[config.mk]
export PLATFORM = sky130hd
export DESIGN_NAME = hvi_port
export DESIGN_NICKNAME = d
export VERILOG_FILES = /design/src/shared/hvi_pkg.sv /design/src/rtl/hvi_port.sv /design/src/rtl/hvi_sync.sv
export SDC_FILE = /design/constraint.sdc
export NUM_CORES = 1
export LEC_CHECK = 0
export BUFFER_PORTS_ARGS = -buffer_cell sky130_fd_sc_hd__buf_2
export CORE_MARGIN = 8
export CORE_UTILIZATION = 47
export DETAILED_ROUTE_END_ITERATION = 7
export GPL_ROUTABILITY_DRIVEN = 0
export PLACE_DENSITY = 0.8
export SLEW_MARGIN = 40
export SYNTH_ARGS = -nofsm -noshare
export SYNTH_HDL_FRONTEND = slang
export SYNTH_HIERARCHICAL = 1
export SYNTH_SLANG_ARGS = --single-unit
[constraint.sdc]
create_clock -name clock -period 2.6 [get_ports clock]
set_input_delay 0.52 -clock clock [delete_from_list [all_inputs] [get_ports clock]]
set_output_delay 0.52 -clock clock [all_outputs]
set_load 0.05 [all_outputs]
[src/shared/hvi_pkg.sv]
// Package with register map, field positions and reset values for the input port control
package hvi_pkg;
  // Register byte addresses (chosen)
  localparam logic [3:0] hvi_addr_dien = 4'h0;
  localparam logic [3:0] hvi_addr_actl = 4'h4;
  localparam logic [3:0] hvi_addr_pins = 4'h8;
  localparam logic [3:0] hvi_addr_mode = 4'hc;
  // Control register field positions
  localparam int hvi_bit_test = 7;
  localparam int hvi_bit_pull = 6;
  localparam int hvi_bit_byp = 5;
  localparam int hvi_bit_dir = 4;
  localparam int hvi_bit_aen = 3;
  localparam int hvi_sel_lo = 0;
  // Implemented bit masks
  localparam logic [7:0] hvi_mask_dien = 8'h0f;
  localparam logic [7:0] hvi_mask_actl = 8'hfb;
  // Reset values
  localparam logic [7:0] hvi_rst_dien = 8'h00;
  localparam logic [7:0] hvi_rst_actl = 8'h00;
  // AXI responses
  localparam logic [1:0] hvi_resp_okay = 2'h0;
  localparam logic [1:0] hvi_resp_slverr = 2'h2;
endpackage

[src/rtl/hvi_port.sv]
// High-voltage input port control: buffer gating, analog routing and AXI4-Lite registers
//
// Function
// [RULE1] Each enable bit gates its pin buffer
// [RULE2] Analog link forces buffer off in run
// [RULE3] Test bit keeps buffer on, run only
// [RULE4] Direct link always keeps buffer off
// [RULE5] Pull bit: pulldown, pullup under test run
// [RULE6] Bypass powers down converter, direct only
// [RULE7] Direct link skips divider while linked
// [RULE8] Link enable connects selected pin only
// [RULE9] Two-bit selector picks one of four pins
// [RULE10] Software waits settling plus two cycles
// [RULE11] Readback shows pin only when digital
// [RULE12] Unused bits read zero, ignore writes
`timescale 1ns/1ns
module hvi_port
  import hvi_pkg::*;
#(
  parameter int pin_count = 4
) (
  // Clock and reset
  input wire logic clock,
  input wire logic rstn,
  // AXI4-Lite write address
  input wire logic [3:0] s_axi_awaddr,
  input wire logic s_axi_awvalid,
  output logic s_axi_awready,
  // AXI4-Lite write data
  input wire logic [31:0] s_axi_wdata,
  input wire logic [3:0] s_axi_wstrb,
  input wire logic s_axi_wvalid,
  output logic s_axi_wready,
  // AXI4-Lite write response
  output logic [1:0] s_axi_bresp,
  output logic s_axi_bvalid,
  input wire logic s_axi_bready,
  // AXI4-Lite read address
  input wire logic [3:0] s_axi_araddr,
  input wire logic s_axi_arvalid,
  output logic s_axi_arready,
  // AXI4-Lite read data
  output logic [31:0] s_axi_rdata,
  output logic [1:0] s_axi_rresp,
  output logic s_axi_rvalid,
  input wire logic s_axi_rready,
  // Device mode and pins
  input wire logic stop_mode,
  input wire logic [3:0] high_voltage_input_pin,
  // Analog side controls
  output logic [3:0] input_buffer_enable,
  output logic [3:0] analog_connect,
  output logic divider_active,
  output logic direct_connect,
  output logic converter_bypass,
  output logic pullup_enable,
  output logic pulldown_enable
);

  // Selector is two bits wide, so only four pins can be served
  if (pin_count != 4)
  begin : gen_pin_check
    $error("hvi_port supports exactly four pins");
  end

  // Register storage
  logic [7:0] digital_input_enable_bits;
  logic [7:0] next_digital_input_enable_bits;
  logic [7:0] analog_ctl;
  logic [7:0] next_analog_ctl;

  // Write channel state
  logic aw_held;
  logic next_aw_held;
  logic [3:0] aw_addr;
  logic [3:0] next_aw_addr;
  logic w_held;
  logic next_w_held;
  logic [7:0] w_data;
  logic [7:0] next_w_data;
  logic w_lane0;
  logic next_w_lane0;
  logic bvalid;
  logic next_bvalid;
  logic [1:0] bresp;
  logic [1:0] next_bresp;

  // Read channel state
  logic rvalid;
  logic next_rvalid;
  logic [31:0] rdata;
  logic [31:0] next_rdata;
  logic [1:0] rresp;
  logic [1:0] next_rresp;

  // Output registers
  logic [3:0] buf_en;
  logic [3:0] next_buf_en;
  logic [3:0] conn;
  logic [3:0] next_conn;
  logic div_act;
  logic next_div_act;
  logic dir_con;
  logic next_dir_con;
  logic byp;
  logic next_byp;
  logic pu;
  logic next_pu;
  logic pd;
  logic next_pd;

  // Synchronised pins and stop mode
  logic [3:0] pin_sync;
  logic stop_sync;

  hvi_sync #(
    .width(5)
  ) u_sync (
    .clock(clock),
    .rstn(rstn),
    .async_in({stop_mode, high_voltage_input_pin}),
    .sync_out({stop_sync, pin_sync})
  );

  // Field views of the analog control register
  logic open_input_test_enable;
  logic test_pull_select;
  logic converter_bypass_bit;
  logic direct_link_select;
  logic analog_link_enable;
  logic [1:0] analog_pin_selector;

  assign open_input_test_enable = analog_ctl[hvi_bit_test];
  assign test_pull_select = analog_ctl[hvi_bit_pull];
  assign converter_bypass_bit = analog_ctl[hvi_bit_byp];
  assign direct_link_select = analog_ctl[hvi_bit_dir];
  assign analog_link_enable = analog_ctl[hvi_bit_aen];
  assign analog_pin_selector = analog_ctl[hvi_sel_lo +: 2];

  // Decode of a byte address to a mapped register, used by both channels
  function automatic logic is_mapped(input logic [3:0] addr, input logic writable);
    logic hit;
    hit = (addr == hvi_addr_dien) || (addr == hvi_addr_actl);
    if (!writable)
      hit = hit || (addr == hvi_addr_pins) || (addr == hvi_addr_mode);
    return hit;
  endfunction

  // Pin-level buffer, routing and readback logic
  logic [3:0] port_input_readback;
  logic [3:0] sel_onehot;

  always_comb
  begin
    sel_onehot = 4'h0;
    sel_onehot[analog_pin_selector] = 1'b1; // [RULE9]
    next_conn = analog_link_enable ? sel_onehot : 4'h0; // [RULE8]
    for (int i = 0; i < 4; i++)
    begin
      // Start from the plain digital enable
      next_buf_en[i] = digital_input_enable_bits[i]; // [RULE1]
      if (analog_link_enable && sel_onehot[i])
      begin
        if (stop_sync)
          next_buf_en[i] = digital_input_enable_bits[i]; // [RULE2] [RULE3]
        else
          next_buf_en[i] = open_input_test_enable; // [RULE2] [RULE3]
        if (direct_link_select)
          next_buf_en[i] = 1'b0; // [RULE4]
      end
      // Readback is one unless the pin is purely digital
      if (digital_input_enable_bits[i] && !next_conn[i])
        port_input_readback[i] = pin_sync[i]; // [RULE11]
      else
        port_input_readback[i] = 1'b1; // [RULE11]
    end
    next_div_act = analog_link_enable && !direct_link_select; // [RULE7]
    next_dir_con = analog_link_enable && direct_link_select; // [RULE7]
    next_byp = next_dir_con && converter_bypass_bit; // [RULE6]
    next_pu = analog_link_enable && test_pull_select && open_input_test_enable
              && !stop_sync; // [RULE5]
    next_pd = analog_link_enable && !next_pu; // [RULE5]
  end

  // Output registers for the analog side
  always_ff @(posedge clock or negedge rstn)
  begin
    if (!rstn)
    begin
      buf_en <= 4'h0;
      conn <= 4'h0;
      div_act <= 1'b0;
      dir_con <= 1'b0;
      byp <= 1'b0;
      pu <= 1'b0;
      pd <= 1'b0;
    end
    else
    begin
      buf_en <= next_buf_en;
      conn <= next_conn;
      div_act <= next_div_act;
      dir_con <= next_dir_con;
      byp <= next_byp;
      pu <= next_pu;
      pd <= next_pd;
    end
  end

  assign input_buffer_enable = buf_en;
  assign analog_connect = conn;
  assign divider_active = div_act;
  assign direct_connect = dir_con;
  assign converter_bypass = byp;
  assign pullup_enable = pu;
  assign pulldown_enable = pd;

  // Write path: address and data taken in either order, response after both
  logic do_write;

  always_comb
  begin
    next_aw_held = aw_held;
    next_aw_addr = aw_addr;
    next_w_held = w_held;
    next_w_data = w_data;
    next_w_lane0 = w_lane0;
    next_bvalid = bvalid;
    next_bresp = bresp;
    next_digital_input_enable_bits = digital_input_enable_bits;
    next_analog_ctl = analog_ctl;
    do_write = 1'b0;
    if (s_axi_awvalid && s_axi_awready)
    begin
      next_aw_held = 1'b1;
      next_aw_addr = s_axi_awaddr;
    end
    if (s_axi_wvalid && s_axi_wready)
    begin
      next_w_held = 1'b1;
      next_w_data = s_axi_wdata[7:0];
      next_w_lane0 = s_axi_wstrb[0];
    end
    if (s_axi_bvalid && s_axi_bready)
      next_bvalid = 1'b0;
    if (next_aw_held && next_w_held && !next_bvalid)
    begin
      do_write = 1'b1;
      next_aw_held = 1'b0;
      next_w_held = 1'b0;
      next_bvalid = 1'b1;
      next_bresp = is_mapped(next_aw_addr, 1'b1) ? hvi_resp_okay : hvi_resp_slverr;
    end
    // Only byte lane 0 holds implemented bits
    if (do_write && next_w_lane0)
    begin
      if (next_aw_addr == hvi_addr_dien)
        next_digital_input_enable_bits = next_w_data & hvi_mask_dien; // [RULE12]
      else if (next_aw_addr == hvi_addr_actl)
        next_analog_ctl = next_w_data & hvi_mask_actl; // [RULE12]
    end
  end

  // A new write is only taken once the previous response has left
  assign s_axi_awready = !aw_held && !bvalid;
  assign s_axi_wready = !w_held && !bvalid;
  assign s_axi_bvalid = bvalid;
  assign s_axi_bresp = bresp;

  always_ff @(posedge clock or negedge rstn)
  begin
    if (!rstn)
    begin
      aw_held <= 1'b0;
      aw_addr <= 4'h0;
      w_held <= 1'b0;
      w_data <= 8'h00;
      w_lane0 <= 1'b0;
      bvalid <= 1'b0;
      bresp <= hvi_resp_okay;
      digital_input_enable_bits <= hvi_rst_dien;
      analog_ctl <= hvi_rst_actl;
    end
    else
    begin
      aw_held <= next_aw_held;
      aw_addr <= next_aw_addr;
      w_held <= next_w_held;
      w_data <= next_w_data;
      w_lane0 <= next_w_lane0;
      bvalid <= next_bvalid;
      bresp <= next_bresp;
      digital_input_enable_bits <= next_digital_input_enable_bits;
      analog_ctl <= next_analog_ctl;
    end
  end

  // Read path: one cycle from address to data
  always_comb
  begin
    next_rvalid = rvalid;
    next_rdata = rdata;
    next_rresp = rresp;
    if (s_axi_rvalid && s_axi_rready)
      next_rvalid = 1'b0;
    if (s_axi_arvalid && s_axi_arready)
    begin
      next_rvalid = 1'b1;
      next_rresp = is_mapped(s_axi_araddr, 1'b0) ? hvi_resp_okay : hvi_resp_slverr;
      unique case (s_axi_araddr)
        hvi_addr_dien: next_rdata = {24'h000000, digital_input_enable_bits};
        hvi_addr_actl: next_rdata = {24'h000000, analog_ctl};
        hvi_addr_pins: next_rdata = {28'h0000000, port_input_readback}; // [RULE11]
        hvi_addr_mode: next_rdata = {31'h0, stop_sync};
        default: next_rdata = 32'h00000000;
      endcase
    end
  end

  assign s_axi_arready = !rvalid;
  assign s_axi_rvalid = rvalid;
  assign s_axi_rdata = rdata;
  assign s_axi_rresp = rresp;

  always_ff @(posedge clock or negedge rstn)
  begin
    if (!rstn)
    begin
      rvalid <= 1'b0;
      rdata <= 32'h00000000;
      rresp <= hvi_resp_okay;
    end
    else
    begin
      rvalid <= next_rvalid;
      rdata <= next_rdata;
      rresp <= next_rresp;
    end
  end

endmodule

[src/rtl/hvi_sync.sv]
// Two-stage synchroniser for a vector of pin levels
`timescale 1ns/1ns
module hvi_sync #(
  parameter int width = 4
) (
  // Clock and reset
  input wire logic clock,
  input wire logic rstn,
  // Data
  input wire logic [width-1:0] async_in,
  output logic [width-1:0] sync_out
);
  logic [width-1:0] stage1;
  logic [width-1:0] stage2;

  // Only stage2 reads stage1, keeping metastability off the logic
  always_ff @(posedge clock or negedge rstn)
  begin
    if (!rstn)
    begin
      stage1 <= '0;
      stage2 <= '0;
    end
    else
    begin
      stage1 <= async_in;
      stage2 <= stage1;
    end
  end

  assign sync_out = stage2;
endmodule

# After elaboration in Yosys (flattened, before gate mapping)
# Index checks and enable logic that the tools add are counted.
# totals
word_cells	110
mem_bits_ro	0
mem_bits_rw	0
in_bits	56
mem_count	0
regBits	87
latchBits	0
# op_classes
mux	35
mul	0
addsub	0
n_div	0
eq_ne	4
n_reduce_logical	47
shifts	0
magnitude_cmp	2
bitwise_logic	1
# op_table
op	count
8-bit one-hot mux with 4 select lines	1
1-bit two-way mux	28
1-bit logical AND	26
1-bit zero test	12
4-bit by 3-bit == test with 1-bit output (second input constant)	2
4-bit == test (second input constant)	2
4-bit zero test	2
4-bit two-way mux	2
8-bit two-way mux	1
1-bit logical OR	4
2-bit two-way mux	2
2-bit by 3-bit less-than comparator with 1-bit output (second input constant)	1
3-bit AND reduction	1
1-bit demux with 2-bit select	1
2-bit by 1-bit greater-or-equal comparator with 1-bit output (second input constant)	1
2-bit AND reduction	1
2-bit nonzero test	1
1-bit NOT	1

# Depth between registers and ports, before layout
# Gate-level depths: netlist (run 1).
# depth
word_depth	9
depth_mapped	6

# Cells and area by module
# Netlist (run 1), hierarchy kept.
# modules_own_cells
mod	cells_per_inst	n_inst	area_per_inst_um2
hvi_port	190	1	2327.2
hvi_sync	10	1	250.2

# Worst setup path before layout (run 1)
# Ideal clock, no wire load.
# synth_timing
path_kind	register to register
start	register bvalid (netlist: s_axi_bvalid)
end	register digital_input_enable_bits[0]
stages_incl_launch_ff	7
path_slack_ps	226
t_arrival_ps	2250
setup_time_ps	125
required_ps	2475
cell_sequence	dfrtp_1 buf_6 nor3b_4 mux2i_1 inv_1 nor4_4 mux2_2
# synth_between
elab_cells_between_ends	19
# synth_rtl
item	line_no	rtl
start: declaration	hvi_port.sv:83	logic bvalid;
start signal: assignment	hvi_port.sv:291	bvalid <= next_bvalid;
1-bit zero test	hvi_port.sv:265	assign s_axi_awready = !aw_held && !bvalid;
1-bit logical AND	hvi_port.sv:265	
1-bit logical AND	hvi_port.sv:233	if (s_axi_awvalid && s_axi_awready)
4-bit two-way mux	hvi_port.sv:233	
net next_aw_addr[2]	hvi_port.sv:76	logic [3:0] next_aw_addr;
4-bit zero test	hvi_port.sv:257	if (next_aw_addr == hvi_addr_dien)
2-bit AND reduction (no source line)	-	
end signal: assignment	hvi_port.sv:281	digital_input_enable_bits <= hvi_rst_dien;
end signal: assignment	hvi_port.sv:293	digital_input_enable_bits <= next_digital_input_enable_bits;
end: declaration	hvi_port.sv:67	logic [7:0] digital_input_enable_bits;
# The timed path passes the listed nets, and every way through them passes these cells.
# A chain may end at the register's enable or synchronous reset.

# Worst setup path in the final report (run 1)
# layout_timing
start	register bvalid (netlist: s_axi_bvalid)
end	register analog_ctl[4]
# layout_between
elab_chain_cells	9
elab_cells_between_ends	21
# layout_rtl
item	line_no	rtl
1-bit zero test	hvi_port.sv:265, hvi_port.sv:266	
1-bit logical AND (on tied branches)	hvi_port.sv:265, hvi_port.sv:266	
1-bit logical AND (on tied branches)	hvi_port.sv:233, hvi_port.sv:238	
1-bit two-way mux (on tied branches)	hvi_port.sv:233, hvi_port.sv:238	
1-bit logical AND (2 in a row)	hvi_port.sv:246	if (next_aw_held && next_w_held && !next_bvalid)
1-bit two-way mux	hvi_port.sv:246	
1-bit logical AND	hvi_port.sv:255	if (do_write && next_w_lane0)
3-bit AND reduction (no source line)	-	
end signal: assignment	hvi_port.sv:282	analog_ctl <= hvi_rst_actl;
end signal: assignment	hvi_port.sv:294	analog_ctl <= next_analog_ctl;
end: declaration	hvi_port.sv:69	logic [7:0] analog_ctl;
# Parallel ways exist; a longest one is shown, timed or not.

==> results of run 1 <==
==> worst max-delay path, stage by stage (launching register included) <==
cell,delay [ns]
dfrtp_1,0.51
and2b_2,0.28
o221ai_1,0.33
nor4_4,0.60
mux2_2,0.40
==> stage by stage <==
stage          cell area [µm²]  total power [mW]
2_1_floorplan             2670              2.32
6_report                  3070              3.48
3_5_place_dp              2840              2.56
5_1_grt                   3070              3.66
3_3_place_gp              2840              2.52
4_1_cts                   3070              3.51
==> cell type report <==
| type | instances | area [µm²] |
|---|---|---|
| repair buffers | 59 | 315 |
| well taps | 72 | 90.1 |
| inverters | 5 | 18.8 |
| flip-flops and latches | 61 | 1530 |
| fillers | 466 | 2340 |
| multi-input cells | 127 | 893 |
| clock inverters | 4 | 70.1 |
| clock buffers | 12 | 155 |
==> cell families after synthesis <==
logic type	count (synthesis)	share of synthesized area (%)
buf+inv	37	9.76
other cells	1	0.145
compound gates	32	8.40
simple gates	42	10.7
mux	27	11.8
flops	61	59.2
==> sequential cells by signal (all words and copies together) (netlist names) <==
| name | flops |
|---|---|
| u_sync/sync_out | 5 |
| u_sync/stage1 | 5 |
| pullup_enable | 1 |
| pulldown_enable | 1 |
| digital_input_enable_bits | 4 |
| w_lane0 | 1 |
| aw_held | 1 |
| s_axi_rdata | 8 |
| analog_connect | 4 |
| converter_bypass | 1 |
| direct_connect | 1 |
| s_axi_rresp | 1 |
| s_axi_bvalid | 1 |
| w_held | 1 |
| s_axi_rvalid | 1 |
| input_buffer_enable | 4 |
| divider_active | 1 |
| aw_addr | 4 |
| s_axi_bresp | 1 |
| analog_ctl | 7 |
| w_data | 8 |
==> cell usage in the layout, fill, tap and decap left out, drive strengths merged, types with 3 or more instances in the layout <==
cell type  instances
clkbuf            12
a22oi              5
nor2               8
nor3               5
nor3b              3
mux2              24
dfrtp             61
conb              26
nand2b             4
a21oi              4
o21ai             11
buf               59
and3               3
mux2i              3
nand2              8
inv                5
a22o               4
nor2b              3
==> worst min-delay path by stage <==
stage,cells past startpoint,end,from
global route,1,s_axi_rvalid,rstn
detailed placement,0,u_sync/sync_out[2],u_sync/stage1[2]
floorplan,0,analog_connect[0],rstn
global placement,0,u_sync/sync_out[3],u_sync/stage1[3]
CTS,1,s_axi_rresp[1],rstn
finish,1,s_axi_rresp[1],rstn
==> per-layer routing <==
layer | vias to the layer above | share of wire, % | GRT usage (%)
met1 | 808 | 39 | 14.2
met3 | 13 | 7.4 | 4.32
met5 | - | 0 | 0
met2 | 71 | 51 | 22.8
met4 | 0 | 2.4 | 8.18
li1 | 768 | - | -
==> power by group through the flow <==
stage	sequential [mW]	clock [mW]	combinational (mW)
global route	1.44	1.01	1.22
floorplan	1.63	0	0.696
CTS	1.40	0.953	1.15
global placement	1.40	0	1.12
finish	1.40	0.941	1.14
detailed placement	1.42	0	1.15
==> results.md, run 1 <==
* Status: finished, final reports clean
* Dpl hpwl at 3840 µm
* Placed cell count at 324
* R2R depth at 4
* Ant diodes at 0
* Reg2reg end: analog_ctl[4]
* Clock skew at 0.00614 ns
* Req. time, crit path at 2.81 ns
* Routed len/inst at 15.5 µm
* Hold-fix buffers at CTS at 0
* Pwr dens at 1130 nW/µm²
* Final core occ at 56.8%
* Clk pin slew, worst setup/hold paths at 0.06 ns
* Post-CTS sizing at 0
* NetSw at 1.31 mW
* Initial DRC count at 122
* Vias in the first global route at 1,774
* Worst R2R Setup Slack at 0.36 ns
* Final nets at 319
* Setup bufs post-CTS at 0
* Post-synth EDFFs at 0
* Vias per inst at 4.88
* Final hold slack at 0.212 ns
* Power share of the combinational group at 32.7%
* RSZ-0062 raised after global routing: false
* Setup crit start kind: flop
* GRT Resource Usage Total at 13.4%
* Async SR Flop Fraction at 100%
* Crit path max fanout at 11
* Starting Density at 47.7%
* H-tree levels at 3
* Max frequency at 447 MHz
* YS warnings at 6
* Total congestion overflow at 0
* Final setup margin at 0.362 ns
* Reg power frac at 40.3%
* Drt total wl at 5260 µm
* Final hold violations at 0
* Mapped Avg Cell Area at 12.9 µm²
* CP Capture Type: flop
* RR Startpoint: s_axi_bvalid
* Post-Layout Cell Count at 340
* Pins over their slew limit at 0
* First-pass GRT wire length at 8630 µm
* Relative slew margins at 49.9%
* Worst Max-Slew Pin Slew at 0.752 ns
* Clock latency on the worst-skew pair at 0.33 ns
* Vias post-DR at 1,660
* Layout cell share with drive strength beyond 1 at 39.6%
* Synth Cell Area at 2580 µm²
* Num Clock Sinks at 61
* Post-synthesis register bit count at 61
* Maximum vdd ir drop at 0.391 mV
* PortBufs at 56
* Setup TNS at 0 ns
* Top cells by count, synth: dfrtp_1, buf_4, mux2_2
* Final Cycle Share at 86.1%
* CTS max path bufs at 2
* Io pins at 110
* Yosys top cell by area: dfrtp_1
* Cell Rows at 27
* Die Height at 90.1 µm
* CP Data Arrival Time at 2.45 ns
* Top-count cell post-synth: dfrtp_1
* Sw Ratio at 37.5%
* Dominant cells by area after synthesis: dfrtp_1, mux2_2, buf_4
* Ys flop type: dfrtp_1
* Min Tclk post-route at 2.24 ns
* DRC viols at 0
* Core Footprint at 5410 µm²
* Routed Antenna Nets at 0
* Critical Path End: analog_ctl[4]
* Pre-CTS WS at 0.326 ns
* Clk pwr share at 27.0%
* Seq/Total Area, Yosys at 59.2%
* Pin count of the biggest net entering global routing at 35
* Critical Path Start: s_axi_bvalid
* Static leakage power at 1.54 nW
* Die W at 90.1 µm
* Max-Cap Viols at 0
* Initial antenna violation count at 0
* Synth top area share at 59.2%
* Final setup viols at 0
* Setup Crit Path Kind: flop to flop
* CTS tree: yes
* Hold WC Path Type: input pin to asynchronous set/reset pin
* First-pass iteration count of the detailed router at 4
* TritonCTS Buffers at 9
* Clock root cell: clkbuf_8
* Cell count after synthesis at 200
* Count of cell types in the netlist at 35
* Die area at 8110 µm²
* Area grow syn2layout at 19.1%
* Cell Int Power at 2.18 mW
No activity file was read; power rests on OpenSTA's default activity.
==> run 2, diff against run 1 <==
--- a/config.mk
+++ b/config.mk
@@ -5,12 +5,13 @@
 export SDC_FILE = /design/constraint.sdc
 export NUM_CORES = 1
 export LEC_CHECK = 0
-export BUFFER_PORTS_ARGS = -buffer_cell sky130_fd_sc_hd__buf_2
+export ABC_AREA = 1
 export CORE_MARGIN = 8
-export CORE_UTILIZATION = 47
+export CORE_UTILIZATION = 62
 export DETAILED_ROUTE_END_ITERATION = 7
+export DONT_BUFFER_PORTS = 1
 export GPL_ROUTABILITY_DRIVEN = 0
-export PLACE_DENSITY = 0.8
+export PLACE_DENSITY = 0.79
 export SLEW_MARGIN = 40
 export SYNTH_ARGS = -nofsm -noshare
 export SYNTH_HDL_FRONTEND = slang
==> run 2 against run 1 <==
  * Clock power decreased by 23%
  * Via count increased by 13%
  * Die area is 15% lower
  * Critical path type unchanged
  * Sequential cell count stayed put
  * First-iteration DRC count decreased by 11%
  * Setup slack better by 0.17 ns
  * Critical path depth rose by 4
==> results.md, run 2 <==
* Synth Cell Area at 2770 µm²
* Initial antenna violation count at 0
* H-tree levels at 3
* Setup Crit Path Kind: flop to flop
* Vias per inst at 5.07
* Synth Area in Adders at 0%
* Fill cells at 340
* Commonest non-fill, non-tap cells in the layout: nand2_1, dfrtp_1, inv_1
* R2R depth at 8
* Setup bufs post-CTS at 0
* Synth top area share at 55.1%
* Yosys top cell by area: dfrtp_1
* Crit path max fanout at 13
* DRC viols at 0
* Worst Max-Slew Pin Slew at 0.531 ns
* Final nets at 369
* Commonest non-fill, non-tap cell in the layout: nand2_1
* RSZ-0062 raised after global routing: false
* Pins over their slew limit at 0
* Top-count cell post-synth: nand2_1
* Post-synthesis mux area share at 0%
* Max-Cap Viols at 0
* Post-CTS sizing at 0
* Dominant cells by area after synthesis: dfrtp_1, nand2_1, buf_4
* Cell Rows at 24
* XOR/XNOR share of the synthesized area at 0%
* Io pins at 110
* Top cells by count, synth: nand2_1, dfrtp_1, inv_1
* Post-synthesis register bit count at 61
* Core Footprint at 4320 µm²
* Async SR Flop Fraction at 100%
* Clock root cell: clkbuf_8
* Static leakage power at 1.59 nW
* Final setup viols at 0
* Ys flop type: dfrtp_1
* Setup TNS at 0 ns
* Simple-gate share of the synthesized area at 27.4%
* Max frequency at 483 MHz
* Starting Density at 64.1%
* CTS tree: yes
* Area grow syn2layout at 5.01%
* Setup crit start kind: flop
* Total congestion overflow at 0
* CTS max path bufs at 2
* First-pass GRT wire length at 8540 µm
* Maximum vdd ir drop at 0.775 mV
* Clock latency on the worst-skew pair at 0.33 ns
* Hold WC Path Type: input pin to asynchronous set/reset pin
* Num Clock Sinks at 61
* Final Cycle Share at 79.6%
* Clk pin slew, worst setup/hold paths at 0.06 ns
* Ant diodes at 0
* YS warnings at 6
* Die Height at 82.9 µm
* Mapped Avg Cell Area at 9.06 µm²
* GRT Resource Usage Total at 15.0%
* Synth Area in Compound Gates at 4.70%
* Final setup margin at 0.530 ns
* TritonCTS Buffers at 9
* Main combinational cell family by area after synthesis: simple AND/OR/NAND/NOR gates
* Drt total wl at 5030 µm
* Pre-CTS WS at 0.532 ns
* Pin count of the biggest net entering global routing at 62
* Routed Antenna Nets at 0
* Die W at 82.9 µm
* Req. time, crit path at 2.82 ns
* Hold-fix buffers at CTS at 1
* Final hold violations at 0
* Count of cell types in the netlist at 25
* Vias post-DR at 1,875
* Vias in the first global route at 1,806
* CP Capture Type: flop
* Cell count after synthesis at 306
* First-pass iteration count of the detailed router at 5
* Routed len/inst at 13.6 µm
* Pwr dens at 1140 nW/µm²
* Clock skew at 0.00627 ns
* Seq/Total Area, Yosys at 55.1%
* Status: finished, final reports clean
* PortBufs at 0
* Die area at 6870 µm²
* Layout cell share with drive strength beyond 1 at 11.6%
* Min Tclk post-route at 2.07 ns
* CP Data Arrival Time at 2.29 ns
* Relative slew margins at 64.5%
* Post-synth EDFFs at 0
* Initial DRC count at 109
* Dpl hpwl at 3810 µm
-- run 2: layout make-up --
type / count / area [µm²] / share of cell area [%]
Tap cell: 52 / 65.1 / 2.24
Timing Repair Buffer: 3 / 42.5 / 1.46
Clock buffer: 15 / 166 / 5.72
Inverter: 31 / 116 / 4.00
Sequential cell: 61 / 1530 / 52.5
Clock inverter: 1 / 5.00 / 0.172
Multi-Input combinational cell: 207 / 988 / 34.0
-- run 2: worst max-delay path, stage by stage, from the launching register on --
cell	delay [ns]
dfrtp_1	0.40
nor2_4	0.33
nand2_1	0.34
nand2_1	0.14
nand2_1	0.11
nor2_4	0.32
nand3_4	0.16
nand2_1	0.10
nand2_1	0.05
-- run 2: per-layer routing --
metal	track usage, %	routed length [µm]
met5	0	0
met4	6.23	62
met3	7.62	492
met2	23.0	2450
met1	17.3	2020
-- run 2: per-stage QoR --
step	hold slack, ns	total power, mW	cell area (µm²)	util (%)	cells
6_report	0.0602	3.31	2910	67.3	370
5_1_grt	0.0744	3.51	2910	67.3	370
4_1_cts	0.0574	3.34	2910	67.3	370
3_5_place_dp	0.227	2.59	2710	62.7	353
3_3_place_gp	0.227	2.55	2710	62.7	353
2_1_floorplan	0.224	2.44	2870	-	331
-- run 2: where the power goes --
part	switching, mW	total [mW]	internal, mW
Clock	0.325	0.723	0.398
Combinational	0.758	1.03	0.267
Sequential	0.374	1.56	1.18
Total	1.46	3.31	1.85
-- run 2: logic make-up after synthesis --
kind of cell           after synthesis
DFF                                 61
AOI/OAI and AO/OA                   23
and+or+nand+nor                    158
buffers and inverters               63
other                                1
-- run 2: path summary, 6_finish.rpt --
check	from	end	slack, ns
min in group clock	high_voltage_input_pin[1]	u_sync/stage1[1]	0.22
max reg2reg	s_axi_bvalid	analog_ctl[3]	0.53
max in group asynchronous	rstn	input_buffer_enable[2]	2.30
min reg2reg	u_sync/stage1[0]	u_sync/sync_out[0]	0.35
min	rstn	w_data[5]	0.06
max	s_axi_bvalid	analog_ctl[3]	0.53
